==> src/hbp_pkg.sv <==
// package: constants and types for the host bus port
package hbp_pkg;
    localparam int DATA_W = 8;
    localparam int ADDR_W = 4;
    localparam int NUM_IRQ = 8;
    localparam int CM_DEPTH = 128;
    localparam int CM_AW = 7;
    // reset hold time in pcm clock cycles
    localparam int RESET_HOLD_CYC = 4;
    // demultiplexed map, bank 0 (operation)
    localparam logic [3:0] OFS_CM_ADDR = 4'h0;
    localparam logic [3:0] OFS_CM_DATA = 4'h1;
    localparam logic [3:0] OFS_IRQ_STAT = 4'h2;
    localparam logic [3:0] OFS_IRQ_SUPP = 4'h3;
    localparam logic [3:0] OFS_OP_MODE = 4'h4;
    localparam logic [3:0] OFS_CM_CTRL = 4'h5;
    // demultiplexed map, bank 1 (initialization)
    localparam logic [3:0] OFS_INIT0 = 4'h0;
    localparam logic [3:0] OFS_INIT1 = 4'h1;
    // multiplexed map: even byte addresses
    localparam logic [7:0] MUX_CM_ADDR = 8'h00;
    localparam logic [7:0] MUX_CM_DATA = 8'h02;
    localparam logic [7:0] MUX_IRQ_STAT = 8'h04;
    localparam logic [7:0] MUX_IRQ_SUPP = 8'h06;
    localparam logic [7:0] MUX_OP_MODE = 8'h08;
    localparam logic [7:0] MUX_CM_CTRL = 8'h0a;
    localparam logic [7:0] MUX_INIT0 = 8'h10;
    localparam logic [7:0] MUX_INIT1 = 8'h12;
    // field positions and reset values
    localparam int BANK_SEL_POS = 0;
    localparam int CM_RESET_MODE_POS = 1;
    localparam logic [7:0] OP_MODE_RST = 8'h02;
    localparam logic [7:0] IRQ_SUPP_RST = 8'h00;
    localparam logic [7:0] CM_RESET_CMD = 8'h01;
    typedef enum logic [1:0] {BUS_DS_RW, BUS_RD_WR, BUS_MUX} bus_type_t;
    typedef enum logic [3:0] {
        REG_NONE, REG_CM_ADDR, REG_CM_DATA, REG_IRQ_STAT, REG_IRQ_SUPP,
        REG_OP_MODE, REG_CM_CTRL, REG_INIT0, REG_INIT1
    } reg_sel_t;
endpackage : hbp_pkg

==> src/hbp_strobe_sync.sv <==
// module: two-flop synchroniser with edge outputs for a group of pins
`timescale 1ns/100ps
`default_nettype none
module hbp_strobe_sync #(
    parameter int W = 1
) (
    input wire logic clk_i,
    input wire logic rst_i,
    input wire logic [W-1:0] pin_i,
    output logic [W-1:0] level_o,
    output logic [W-1:0] rise_o,
    output logic [W-1:0] fall_o
);
    logic [W-1:0] meta_ff;
    logic [W-1:0] sync_ff;
    logic [W-1:0] prev_ff;

    // two stages, then one for edge detection; free running so the
    // stages already hold the pin levels when reset lifts
    always_ff @(posedge clk_i) begin
        meta_ff <= pin_i;
        sync_ff <= meta_ff;
        prev_ff <= sync_ff;
    end

    // edges masked in reset, idle-high pins give no false edge on release
    assign level_o = sync_ff;
    assign rise_o = rst_i ? {W{1'b0}} : (sync_ff & ~prev_ff);
    assign fall_o = rst_i ? {W{1'b0}} : (~sync_ff & prev_ff);
endmodule : hbp_strobe_sync
`default_nettype wire

==> src/host_bus_port_with_irq.sv <==
// module: eight-bit parallel host port with bank select, interrupt and control memory
`timescale 1ns/100ps
`default_nettype none
module host_bus_port_with_irq (
    input wire logic CORE_CLK_I,
    input wire logic RST_I,
    input wire logic CS_N_I,
    input wire logic ALE_I,
    input wire logic CTRL_A_I,
    input wire logic CTRL_B_I,
    input wire logic [3:0] ADDR_I,
    input wire logic [7:0] DATA_I,
    output logic [7:0] DATA_O,
    output logic DATA_OE_O,
    output logic INT_N_O,
    input wire logic [7:0] IRQ_EVENT_I,
    output logic [7:0] INIT0_O,
    output logic [7:0] INIT1_O,
    output logic CM_RESET_MODE_O,
    output logic [1:0] BUS_TYPE_O,
    input wire logic [6:0] CM_RD_ADDR_I,
    output logic [7:0] CM_RD_DATA_O
);
    // ------------------------------------------------------------
    // pin synchronisers
    // ------------------------------------------------------------
    // pins: 0 chip select, 1 latch, 2 ctrl a, 3 ctrl b
    logic [3:0] pin_lvl;
    logic [3:0] pin_rise;
    logic [3:0] pin_fall;
    logic [11:0] bus_meta_ff;
    logic [11:0] bus_sync_ff;

    hbp_strobe_sync #(.W(4)) u_sync (
        .clk_i(CORE_CLK_I),
        .rst_i(RST_I),
        .pin_i({CTRL_B_I, CTRL_A_I, ALE_I, CS_N_I}),
        .level_o(pin_lvl),
        .rise_o(pin_rise),
        .fall_o(pin_fall)
    );

    // address and data pins, two stages
    always_ff @(posedge CORE_CLK_I) begin
        if (RST_I) begin
            bus_meta_ff <= 12'h000;
            bus_sync_ff <= 12'h000;
        end else begin
            bus_meta_ff <= {ADDR_I, DATA_I};
            bus_sync_ff <= bus_meta_ff;
        end
    end

    wire cs_act = ~pin_lvl[0];
    wire [7:0] data_s = bus_sync_ff[7:0];
    wire [3:0] addr_s = bus_sync_ff[11:8];

    // ------------------------------------------------------------
    // bus type selection
    // ------------------------------------------------------------
    hbp_pkg::bus_type_t bus_type_ff;
    logic strap_ff;
    logic in_reset_ff;

    // strap sampled while reset is held, mux entry on any latch edge
    always_ff @(posedge CORE_CLK_I) begin
        in_reset_ff <= RST_I;
        if (RST_I) begin
            strap_ff <= pin_lvl[1];
        end
    end

    always_ff @(posedge CORE_CLK_I) begin
        if (RST_I) begin
            bus_type_ff <= hbp_pkg::BUS_RD_WR;
        end else if (pin_rise[1] | pin_fall[1]) begin
            bus_type_ff <= hbp_pkg::BUS_MUX;
        end else if (in_reset_ff) begin
            bus_type_ff <= strap_ff ? hbp_pkg::BUS_DS_RW : hbp_pkg::BUS_RD_WR;
        end
    end

    wire is_mux = (bus_type_ff == hbp_pkg::BUS_MUX);
    wire is_dsrw = (bus_type_ff == hbp_pkg::BUS_DS_RW);

    // ------------------------------------------------------------
    // strobe decode
    // ------------------------------------------------------------
    // ds/rw: ctrl a is data strobe_n, ctrl b is read-not-write
    // rd/wr: ctrl a is read_n, ctrl b is write_n
    wire rd_level = cs_act & (is_dsrw ? (~pin_lvl[2] & pin_lvl[3]) : ~pin_lvl[2]);
    wire wr_level = cs_act & (is_dsrw ? (~pin_lvl[2] & ~pin_lvl[3]) : ~pin_lvl[3]);

    // ------------------------------------------------------------
    // multiplexed address latch
    // ------------------------------------------------------------
    logic [7:0] mux_addr_ff;

    always_ff @(posedge CORE_CLK_I) begin
        if (RST_I) begin
            mux_addr_ff <= 8'h00;
        end else if (pin_fall[1]) begin
            mux_addr_ff <= data_s;
        end
    end

    // ------------------------------------------------------------
    // register decode
    // ------------------------------------------------------------
    logic [7:0] op_mode_ff;
    wire bank_sel = op_mode_ff[hbp_pkg::BANK_SEL_POS];

    function automatic hbp_pkg::reg_sel_t decode_mux(input logic [7:0] a);
        hbp_pkg::reg_sel_t r;
        r = hbp_pkg::REG_NONE;
        unique case (a)
            hbp_pkg::MUX_CM_ADDR: r = hbp_pkg::REG_CM_ADDR;
            hbp_pkg::MUX_CM_DATA: r = hbp_pkg::REG_CM_DATA;
            hbp_pkg::MUX_IRQ_STAT: r = hbp_pkg::REG_IRQ_STAT;
            hbp_pkg::MUX_IRQ_SUPP: r = hbp_pkg::REG_IRQ_SUPP;
            hbp_pkg::MUX_OP_MODE: r = hbp_pkg::REG_OP_MODE;
            hbp_pkg::MUX_CM_CTRL: r = hbp_pkg::REG_CM_CTRL;
            hbp_pkg::MUX_INIT0: r = hbp_pkg::REG_INIT0;
            hbp_pkg::MUX_INIT1: r = hbp_pkg::REG_INIT1;
            default: r = hbp_pkg::REG_NONE; // odd addresses unmapped
        endcase
        return r;
    endfunction : decode_mux

    function automatic hbp_pkg::reg_sel_t decode_demux(input logic [3:0] a, input logic bank);
        hbp_pkg::reg_sel_t r;
        r = hbp_pkg::REG_NONE;
        if (a == hbp_pkg::OFS_OP_MODE) begin
            r = hbp_pkg::REG_OP_MODE;
        end else if (bank) begin
            if (a == hbp_pkg::OFS_INIT0) r = hbp_pkg::REG_INIT0;
            else if (a == hbp_pkg::OFS_INIT1) r = hbp_pkg::REG_INIT1;
        end else begin
            unique case (a)
                hbp_pkg::OFS_CM_ADDR: r = hbp_pkg::REG_CM_ADDR;
                hbp_pkg::OFS_CM_DATA: r = hbp_pkg::REG_CM_DATA;
                hbp_pkg::OFS_IRQ_STAT: r = hbp_pkg::REG_IRQ_STAT;
                hbp_pkg::OFS_IRQ_SUPP: r = hbp_pkg::REG_IRQ_SUPP;
                hbp_pkg::OFS_CM_CTRL: r = hbp_pkg::REG_CM_CTRL;
                default: r = hbp_pkg::REG_NONE;
            endcase
        end
        return r;
    endfunction : decode_demux

    // multiplexed map differs from demultiplexed map
    wire hbp_pkg::reg_sel_t sel = is_mux ? decode_mux(mux_addr_ff) : decode_demux(addr_s, bank_sel);

    logic rd_busy_ff;
    logic wr_level_ff;
    logic [7:0] wr_data_ff;
    hbp_pkg::reg_sel_t wr_sel_ff;

    // data and target held from the strobe phase, since chip select,
    // strobe and data may all be released at the same edge
    always_ff @(posedge CORE_CLK_I) begin
        if (RST_I) begin
            wr_level_ff <= 1'b0;
            wr_data_ff <= 8'h00;
            wr_sel_ff <= hbp_pkg::REG_NONE;
        end else begin
            wr_level_ff <= wr_level;
            if (wr_level) begin
                wr_data_ff <= data_s;
                wr_sel_ff <= sel;
            end
        end
    end

    // write completes when the write level ends
    wire wr_done = wr_level_ff & ~wr_level;
    // access types: status read only, control write read, rest read/write
    wire wr_ok = (wr_sel_ff != hbp_pkg::REG_NONE) && (wr_sel_ff != hbp_pkg::REG_IRQ_STAT);
    wire wr_stb = wr_done & wr_ok;
    wire rd_start = rd_level & ~rd_busy_ff;

    // ------------------------------------------------------------
    // register file
    // ------------------------------------------------------------
    logic [7:0] irq_supp_ff;
    logic [7:0] irq_stat_ff;
    logic [7:0] init0_ff;
    logic [7:0] init1_ff;
    logic [6:0] cm_addr_ff;
    logic cm_reset_mode_ff;

    always_ff @(posedge CORE_CLK_I) begin
        if (RST_I) begin
            op_mode_ff <= hbp_pkg::OP_MODE_RST;
            irq_supp_ff <= hbp_pkg::IRQ_SUPP_RST;
            init0_ff <= 8'h00;
            init1_ff <= 8'h00;
            cm_addr_ff <= 7'h00;
            cm_reset_mode_ff <= 1'b1;
        end else if (wr_stb) begin
            unique case (wr_sel_ff)
                hbp_pkg::REG_OP_MODE: begin
                    // bit 1 ignores the written value; only the control memory reset command clears reset mode, memory is not cleared
                    op_mode_ff <= {wr_data_ff[7:2], cm_reset_mode_ff, wr_data_ff[0]};
                end
                hbp_pkg::REG_IRQ_SUPP: irq_supp_ff <= wr_data_ff;
                hbp_pkg::REG_INIT0: init0_ff <= wr_data_ff;
                hbp_pkg::REG_INIT1: init1_ff <= wr_data_ff;
                hbp_pkg::REG_CM_ADDR: cm_addr_ff <= wr_data_ff[6:0];
                hbp_pkg::REG_CM_CTRL: begin
                    if (wr_data_ff == hbp_pkg::CM_RESET_CMD) cm_reset_mode_ff <= 1'b0;
                end
                hbp_pkg::REG_CM_DATA: cm_addr_ff <= cm_addr_ff + 7'h01; // data write advances
                default: ;
            endcase
        end
    end

    // ------------------------------------------------------------
    // control memory, host port and switching read port
    // ------------------------------------------------------------
    logic [7:0] cm_mem [0:hbp_pkg::CM_DEPTH-1];
    logic [7:0] cm_rd_ff;

    // not cleared by reset, contents survive hardware reset
    always_ff @(posedge CORE_CLK_I) begin
        if (wr_stb && wr_sel_ff == hbp_pkg::REG_CM_DATA) begin
            cm_mem[cm_addr_ff] <= wr_data_ff;
        end
        cm_rd_ff <= cm_mem[CM_RD_ADDR_I];
    end

    // ------------------------------------------------------------
    // interrupt status and line
    // ------------------------------------------------------------
    wire [7:0] ev_in = IRQ_EVENT_I & ~irq_supp_ff;
    wire stat_rd_clr = rd_start && (sel == hbp_pkg::REG_IRQ_STAT);
    logic supp_wr_ff;

    // set beats the read clear
    always_ff @(posedge CORE_CLK_I) begin
        if (RST_I) begin
            irq_stat_ff <= 8'h00;
        end else begin
            irq_stat_ff <= ((stat_rd_clr ? 8'h00 : irq_stat_ff) | ev_in) & ~irq_supp_ff;
        end
    end

    // suppress write window: from strobe active until release
    always_ff @(posedge CORE_CLK_I) begin
        if (RST_I) begin
            supp_wr_ff <= 1'b0;
        end else begin
            supp_wr_ff <= wr_level && (sel == hbp_pkg::REG_IRQ_SUPP);
        end
    end

    // level line, low while anything pending unless suppress write
    wire int_act = (|irq_stat_ff) & ~supp_wr_ff;

    // ------------------------------------------------------------
    // read data path
    // ------------------------------------------------------------
    logic [7:0] rd_data_ff;
    logic oe_ff;
    logic [7:0] rd_mux;

    always_comb begin
        rd_mux = 8'h00;
        unique case (sel)
            hbp_pkg::REG_CM_ADDR: rd_mux = {1'b0, cm_addr_ff};
            hbp_pkg::REG_CM_DATA: rd_mux = cm_mem[cm_addr_ff];
            hbp_pkg::REG_IRQ_STAT: rd_mux = irq_stat_ff;
            hbp_pkg::REG_IRQ_SUPP: rd_mux = irq_supp_ff;
            hbp_pkg::REG_OP_MODE: rd_mux = {op_mode_ff[7:2], cm_reset_mode_ff, op_mode_ff[0]};
            hbp_pkg::REG_CM_CTRL: rd_mux = {7'h00, cm_reset_mode_ff};
            hbp_pkg::REG_INIT0: rd_mux = init0_ff;
            hbp_pkg::REG_INIT1: rd_mux = init1_ff;
            default: rd_mux = 8'h00;
        endcase
    end

    // data captured at read start, held for the strobe
    always_ff @(posedge CORE_CLK_I) begin
        if (RST_I) begin
            rd_data_ff <= 8'h00;
            rd_busy_ff <= 1'b0;
            oe_ff <= 1'b0;
        end else begin
            rd_busy_ff <= rd_level;
            oe_ff <= rd_level;
            if (rd_start) rd_data_ff <= rd_mux;
        end
    end

    assign DATA_O = rd_data_ff;
    assign DATA_OE_O = oe_ff & rd_level;
    assign INT_N_O = ~int_act;
    assign INIT0_O = init0_ff;
    assign INIT1_O = init1_ff;
    assign CM_RESET_MODE_O = cm_reset_mode_ff;
    assign BUS_TYPE_O = bus_type_ff;
    assign CM_RD_DATA_O = cm_rd_ff;
endmodule : host_bus_port_with_irq
`default_nettype wire

==> config.mk <==
export PLATFORM = sky130hd
export DESIGN_NAME = host_bus_port_with_irq
export DESIGN_NICKNAME = d
export VERILOG_FILES = /design/src/hbp_pkg.sv /design/src/hbp_strobe_sync.sv /design/src/host_bus_port_with_irq.sv
export SDC_FILE = /design/constraint.sdc
export NUM_CORES = 2
export LEC_CHECK = 0
export BUFFER_PORTS_ARGS = -buffer_cell sky130_fd_sc_hd__buf_2
export CORE_MARGIN = 4
export CORE_UTILIZATION = 50
export CTS_BUF_LIST = sky130_fd_sc_hd__clkbuf_4 sky130_fd_sc_hd__clkbuf_8
export DETAILED_ROUTE_END_ITERATION = 10
export MAX_ROUTING_LAYER = met4
export PLACE_DENSITY = 0.76
export SYNTH_ARGS = -nofsm -noshare
export SYNTH_HDL_FRONTEND = slang
export SYNTH_SLANG_ARGS = --single-unit
==> constraint.sdc <==
create_clock -name CORE_CLK_I -period 3.3 [get_ports CORE_CLK_I]
set_input_delay 0.66 -clock CORE_CLK_I [delete_from_list [all_inputs] [get_ports CORE_CLK_I]]
set_output_delay 0.66 -clock CORE_CLK_I [all_outputs]
set_load 0.005 [all_outputs]
### After elaboration in Yosys (flattened, before gate mapping)

Memory sizes are Yosys's and may differ from the RTL's. A register that Yosys moved wholly into a read port is not among the register bits.
Index checks and enable logic that the tools add are counted.

| operators by class | value |
|---|---|
| bitwise logic cells | 25 |
| muxes and demuxes | 23 |
| div/mod/pow operators | 0 |
| $lt $le $gt $ge | 0 |
| multipliers | 0 |
| equality and inequality tests | 23 |
| shift operators | 0 |
| $add $sub $neg | 1 |
| reductions and logical operators | 17 |

Operators with widths:

| cell | count |
|---|---|
| $pmux 8 s8 | 1 |
| $eq 4x3->1 const B | 10 |
| $mux 4 | 6 |
| $eq 4x2->1 const B | 5 |
| $and 8x8->8 | 2 |
| $pmux 3 s5 | 1 |
| $mux 7 | 2 |
| $pmux 7 s2 | 1 |
| $eq 4x1->1 const B | 3 |
| $mux 5 | 2 |
| $reduce_and 2->1 | 5 |
| $and 1x1->1 | 9 |
| $eq 4x4->1 const B | 2 |
| $eq 8x1->1 const B | 1 |
| $mux 2 | 4 |
| $mux 8 | 1 |
| $not 8->8 | 1 |
| $or 8x8->8 | 1 |
| $reduce_or 8->1 | 1 |
| $add 7x1->7 const B | 1 |
| $not 1->1 | 7 |
| $mux 1 | 5 |
| $and 2x2->2 | 2 |
| $logic_and 1x1->1 | 4 |
| other kinds (10) | 12 |

| word-level totals | value |
|---|---|
| RAM bits | 1024 |
| memories | 2 |
| flip-flop bits (word level) | 117 |
| word-level logic and storage cells | 113 |
| ROM bits | 128 |
| input port bits | 33 |
| bits in latches | 0 |
| output and inout bits | 37 |

Memory list:

| memory | words | bits a word | read ports | clocked after memory_dff | write ports | RTL line | text |
|---|---|---|---|---|---|---|---|
| cm_mem | 128 | 8 | 2 | 2 | 1 | host_bus_port_with_irq.sv:222 | `logic [7:0] cm_mem [0:hbp_pkg::CM_DEPTH-1];` |
| (no name shown) | 32 | 4 | 1 | 1 | 0 | host_bus_port_with_irq.sv:116 | `unique case (a)` |

### Longest topological paths before layout

| depth | value |
|---|---|
| depth in word-level cells | 11 |
| mapped depth | 12 |
| depth with buffers taken out | 7 |

### Cells and area by module

From an unflattened synthesis, not the netlist that was laid out.

| unflattened totals | value |
|---|---|
| cells, all modules | 2834 |
| area, all modules | 53042.1 sq um |

By module, submodules not included:

| module | instances | sequential area each (sq um) | area an instance (sq um) | cells an instance |
|---|---|---|---|---|
| host_bus_port_with_irq | 1 | 33261.9 | 52690.5 | 2813 |
| hbp_strobe_sync | 1 | 240.2 | 351.6 | 21 |

### Worst setup path before layout

OpenSTA, ideal clock, no wires.

| timing | value |
|---|---|
| path kind | in2reg |
| start point | input CM_RD_ADDR_I[0] |
| end point | register cm_rd_ff[1], in the netlist CM_RD_DATA_O[1], read port of cm_mem |
| data arrival time | 3043 ps |
| library setup time | 121 ps |
| path buffers | 2 |
| path slack | 136 ps |
| required time | 3179 ps |
| stages on the path | 6 |
| cell sequence | clkbuf_1 buf_1 mux4_2 mux4_2 mux4_2 mux2_2 |

RTL lines:

| element | RTL line | text |
|---|---|---|
| from (decl) | host_bus_port_with_irq.sv:21 | `input wire logic [6:0] CM_RD_ADDR_I,` |
| to (decl) | host_bus_port_with_irq.sv:223 | `logic [7:0] cm_rd_ff;` |

==> flow_metrics.py <==
metrics = {
    "logic_synthesis": {
        "synth_nets": 2976,
        "syn_inst": 2942,
        "ys_seq_elements": 1158,
        "ys_seq_area_frac": 0.629,
        "synth_edf_count": 1025,
        "synth_area_um2": 53200,
        "synth-main-ff-cell": "edfxtp_1",
        "yosys_warnings": 0,
        "synth_cell_types": 68,
        "syn_area_per_cell_um2": 18.1,
        "async_reset_ff_frac": 0,
    },
    "placed_design": {
        "place_inst": 4525,
        "gp_congestion": 1.00,
        "dp_hpwl_um": 116000,
        "io_buffers": 69,
    },
    "die": {
        "floorplan.initialDensity": 0.505,
        "die_h_um": 334,
        "row_count": 119,
        "ios": 70,
        "core_um2": 105000,
        "die_w_um": 334,
        "dieArea_um2": 112000,
    },
    "setup_path": {
        "crit_arrival_ps": 4070,
        "cp_cell_sequence": "buf_12, buf_4, nor2b_4, buf_4, buf_4, a22oi_1, a21oi_1, a22oi_2, o22ai_1, or3_1, a31oi_1",
        "path_delay_family": "compound AO/OA/AOI/OAI gates",
        "critPathMaxStageDelay_ps": 500,
        "crit_required_ps": 4100,
        "path_class": "reg2reg",
        "slowest_stage": "dfxtp_4",
        "crit_path_start_kind": "flop",
        "critPathCaptureType": "flop",
        "crit_fanout": 19,
        "crit_path_frequent_cell": "buf_4",
        "r2r_slack_ps": 30,
        "worst-path-buf-inv": 4,
    },
    "finish": {
        "area.growth.synth_to_final_pct": 16.0,
        "multi_input_area_um2": 18700,
        "drive_gt1_frac": 0.374,
        "regArea_um2": 33500,
        "layout_common_cells": "edfxtp_1 (1025), mux4_2 (544), buf_4 (296), nor2_1 (203), clkbuf_8 (194)",
        "final_common_cell": "edfxtp_1",
        "layout.cells.non_filler": 4899,
        "n_fill_cell": 7604,
        "fin_util": 0.585,
        "largest_reg_flops": 1024,
        "nets": 3377,
        "largestRegisters": "cm_mem: 1024 flops, bus_meta_ff: 12 flops, bus_sync_ff: 12 flops",
        "top_register": "cm_mem",
    },
    "clocking": {
        "cts_made_buffers": 186,
        "clock_sinks": 1158,
        "cts_tree": "done",
        "insertion_delay_ps": 900,
        "htreeDepth": 4,
        "clk_pin_slew_ps": 60,
        "clockBufferDepth": 3,
        "cts-root-buf": "clkbuf_8",
    },
    "pwr": {
        "p_leak_uw": 0.0200,
        "power.density_nw_per_um2": 494,
        "vdd_drop_max_mv": 0.399,
        "total_power_uw": 30500,
    },
    "grt": {
        "grt_pass1_vias": 33877,
        "antenna_found_initial": 19,
        "grt.total_usage": 0.313,
        "grt_max_degree": 120,
        "grt_pass1_wl_um": 243000,
        "grt-ovfl-total": 0,
    },
    "sta": {
        "fmax_mhz": 306,
        "tightest_slew_ps": 1230,
        "final-hold-violation-count": 0,
        "hold_ws_ps": 58.7,
        "clock_skew_ps": 41.4,
        "maxSlewHeadroom": 0.181,
        "slew_viol_final": 0,
        "final-setup-viol-count": 0,
        "post-route-period-util": 0.992,
        "grt_setup_unrepaired": "false",
        "fin_crit_ps": 3270,
    },
    "routing": {
        "wl_per_cell_um": 34.5,
        "via_per_inst": 6.96,
        "drt_iter0_drc": 6019,
        "routed_wl_um": 169000,
        "first_pass_iters": 7,
        "num_vias": 34112,
        "drcViolationCount": 0,
        "antenna_left": 0,
    },
    "run": {
        "drv_cap": 0,
    },
    "hold_path": {
        "hp-class": "in2reg",
    },
    "outcome": {
        "status": "completed",
    },
}
## worst paths after layout
check	start	to	depth (start not counted)
worst max-delay path	flop	DATA_O[1]	11
worst min-delay path	ADDR_I[2]	bus_meta_ff[10]	2
worst max register to register	flop	DATA_O[1]	11
worst min register to register	u_sync.meta_ff[1]	u_sync.level_o[1]	0
## where the power goes
group	switching, uW	internal, uW
sequential	116	15800
combinational	864	752
clock	5910	7030
## per-stage QoR
step           area [um2]  setup TNS, ps  setup WS (ps)
4_1_cts             61600              0         0.0457
3_3_place_gp        57600          -89.2          -36.6
3_5_place_dp        57600           -139          -57.4
2_1_floorplan       53200              0            136
6_report            61700              0           26.7
5_1_grt             61700              0           3.51
## area by class of cell
type | instances | area share
diodes | 17 | 0.000689
clock buffers | 259 | 0.0512
clock inverters | 77 | 0.0117
inverters | 4 | 0.000243
multi-input cells | 1560 | 0.304
flip-flops and latches | 1158 | 0.543
well taps | 1391 | 0.0282
repair buffers | 433 | 0.0617
## kinds of logic after synthesis
group,count (synthesis),synth area share
AOI/OAI and AO/OA,300,0.0394
and+or+nand+nor,526,0.0458
muxes,729,0.266
DFF,1158,0.629
buffers and inverters,224,0.0195
adders and majority gates,2,0.000423
xor gates and xnor gates,3,0.000494
## what timing repair did
| item | in CTS | in global routing |
|---|---|---|
| hold buffers | 17 | 0 |
| endpoints found under the setup margin | 1 | 4 |
| buffers inserted | 0 | 4 |
| hold endpoints to repair | 17 | 0 |
| resized for setup | 1 | 2 |
## cell usage after synthesis, types with 8 or more instances
| library cell | n | share of area |
|---|---|---|
| nor2b_1 | 43 | 0.0051 |
| and2_1 | 13 | 0.0015 |
| a22oi_1 | 46 | 0.0065 |
| buf_4 | 28 | 0.0040 |
| edfxtp_1 | 1025 | 0.58 |
| or3_1 | 12 | 0.0014 |
| a221oi_1 | 37 | 0.0061 |
| buf_1 | 28 | 0.0020 |
| o211ai_1 | 8 | 0.0011 |
| nor3_1 | 20 | 0.0019 |
| dfxtp_1 | 133 | 0.050 |
| nor4_1 | 10 | 0.0012 |
| mux2_2 | 20 | 0.0042 |
| a31oi_1 | 11 | 0.0013 |
| clkbuf_1 | 103 | 0.0073 |
| o2111ai_1 | 15 | 0.0025 |
| a22o_1 | 10 | 0.0016 |
| o22ai_1 | 11 | 0.0013 |
| mux4_2 | 544 | 0.23 |
| mux2i_1 | 165 | 0.031 |
| a211oi_1 | 9 | 0.0013 |
| nor2_1 | 203 | 0.014 |
| nand3_1 | 60 | 0.0056 |
| buf_2 | 59 | 0.0056 |
| nand2_1 | 121 | 0.0085 |
| a21oi_1 | 67 | 0.0063 |
| o21ai_0 | 37 | 0.0035 |
## worst register-to-register path, stage by stage (launching register included)
cell,delay (ps)
dfxtp_4,500
buf_12,270
buf_4,220
nor2b_4,90
buf_4,180
buf_4,160
a22oi_1,260
a21oi_1,140
a22oi_2,460
o22ai_1,170
or3_1,500
a31oi_1,230
## routing by layer
layer,GRT usage,share of wire,up-vias
met5,-,0,-
met4,0.172,0.068,0
met3,0.0877,0.13,558
met2,0.466,0.46,2966
met1,0.393,0.34,17351
li1,-,-,13237
Power figures use the tool's default switching activity.
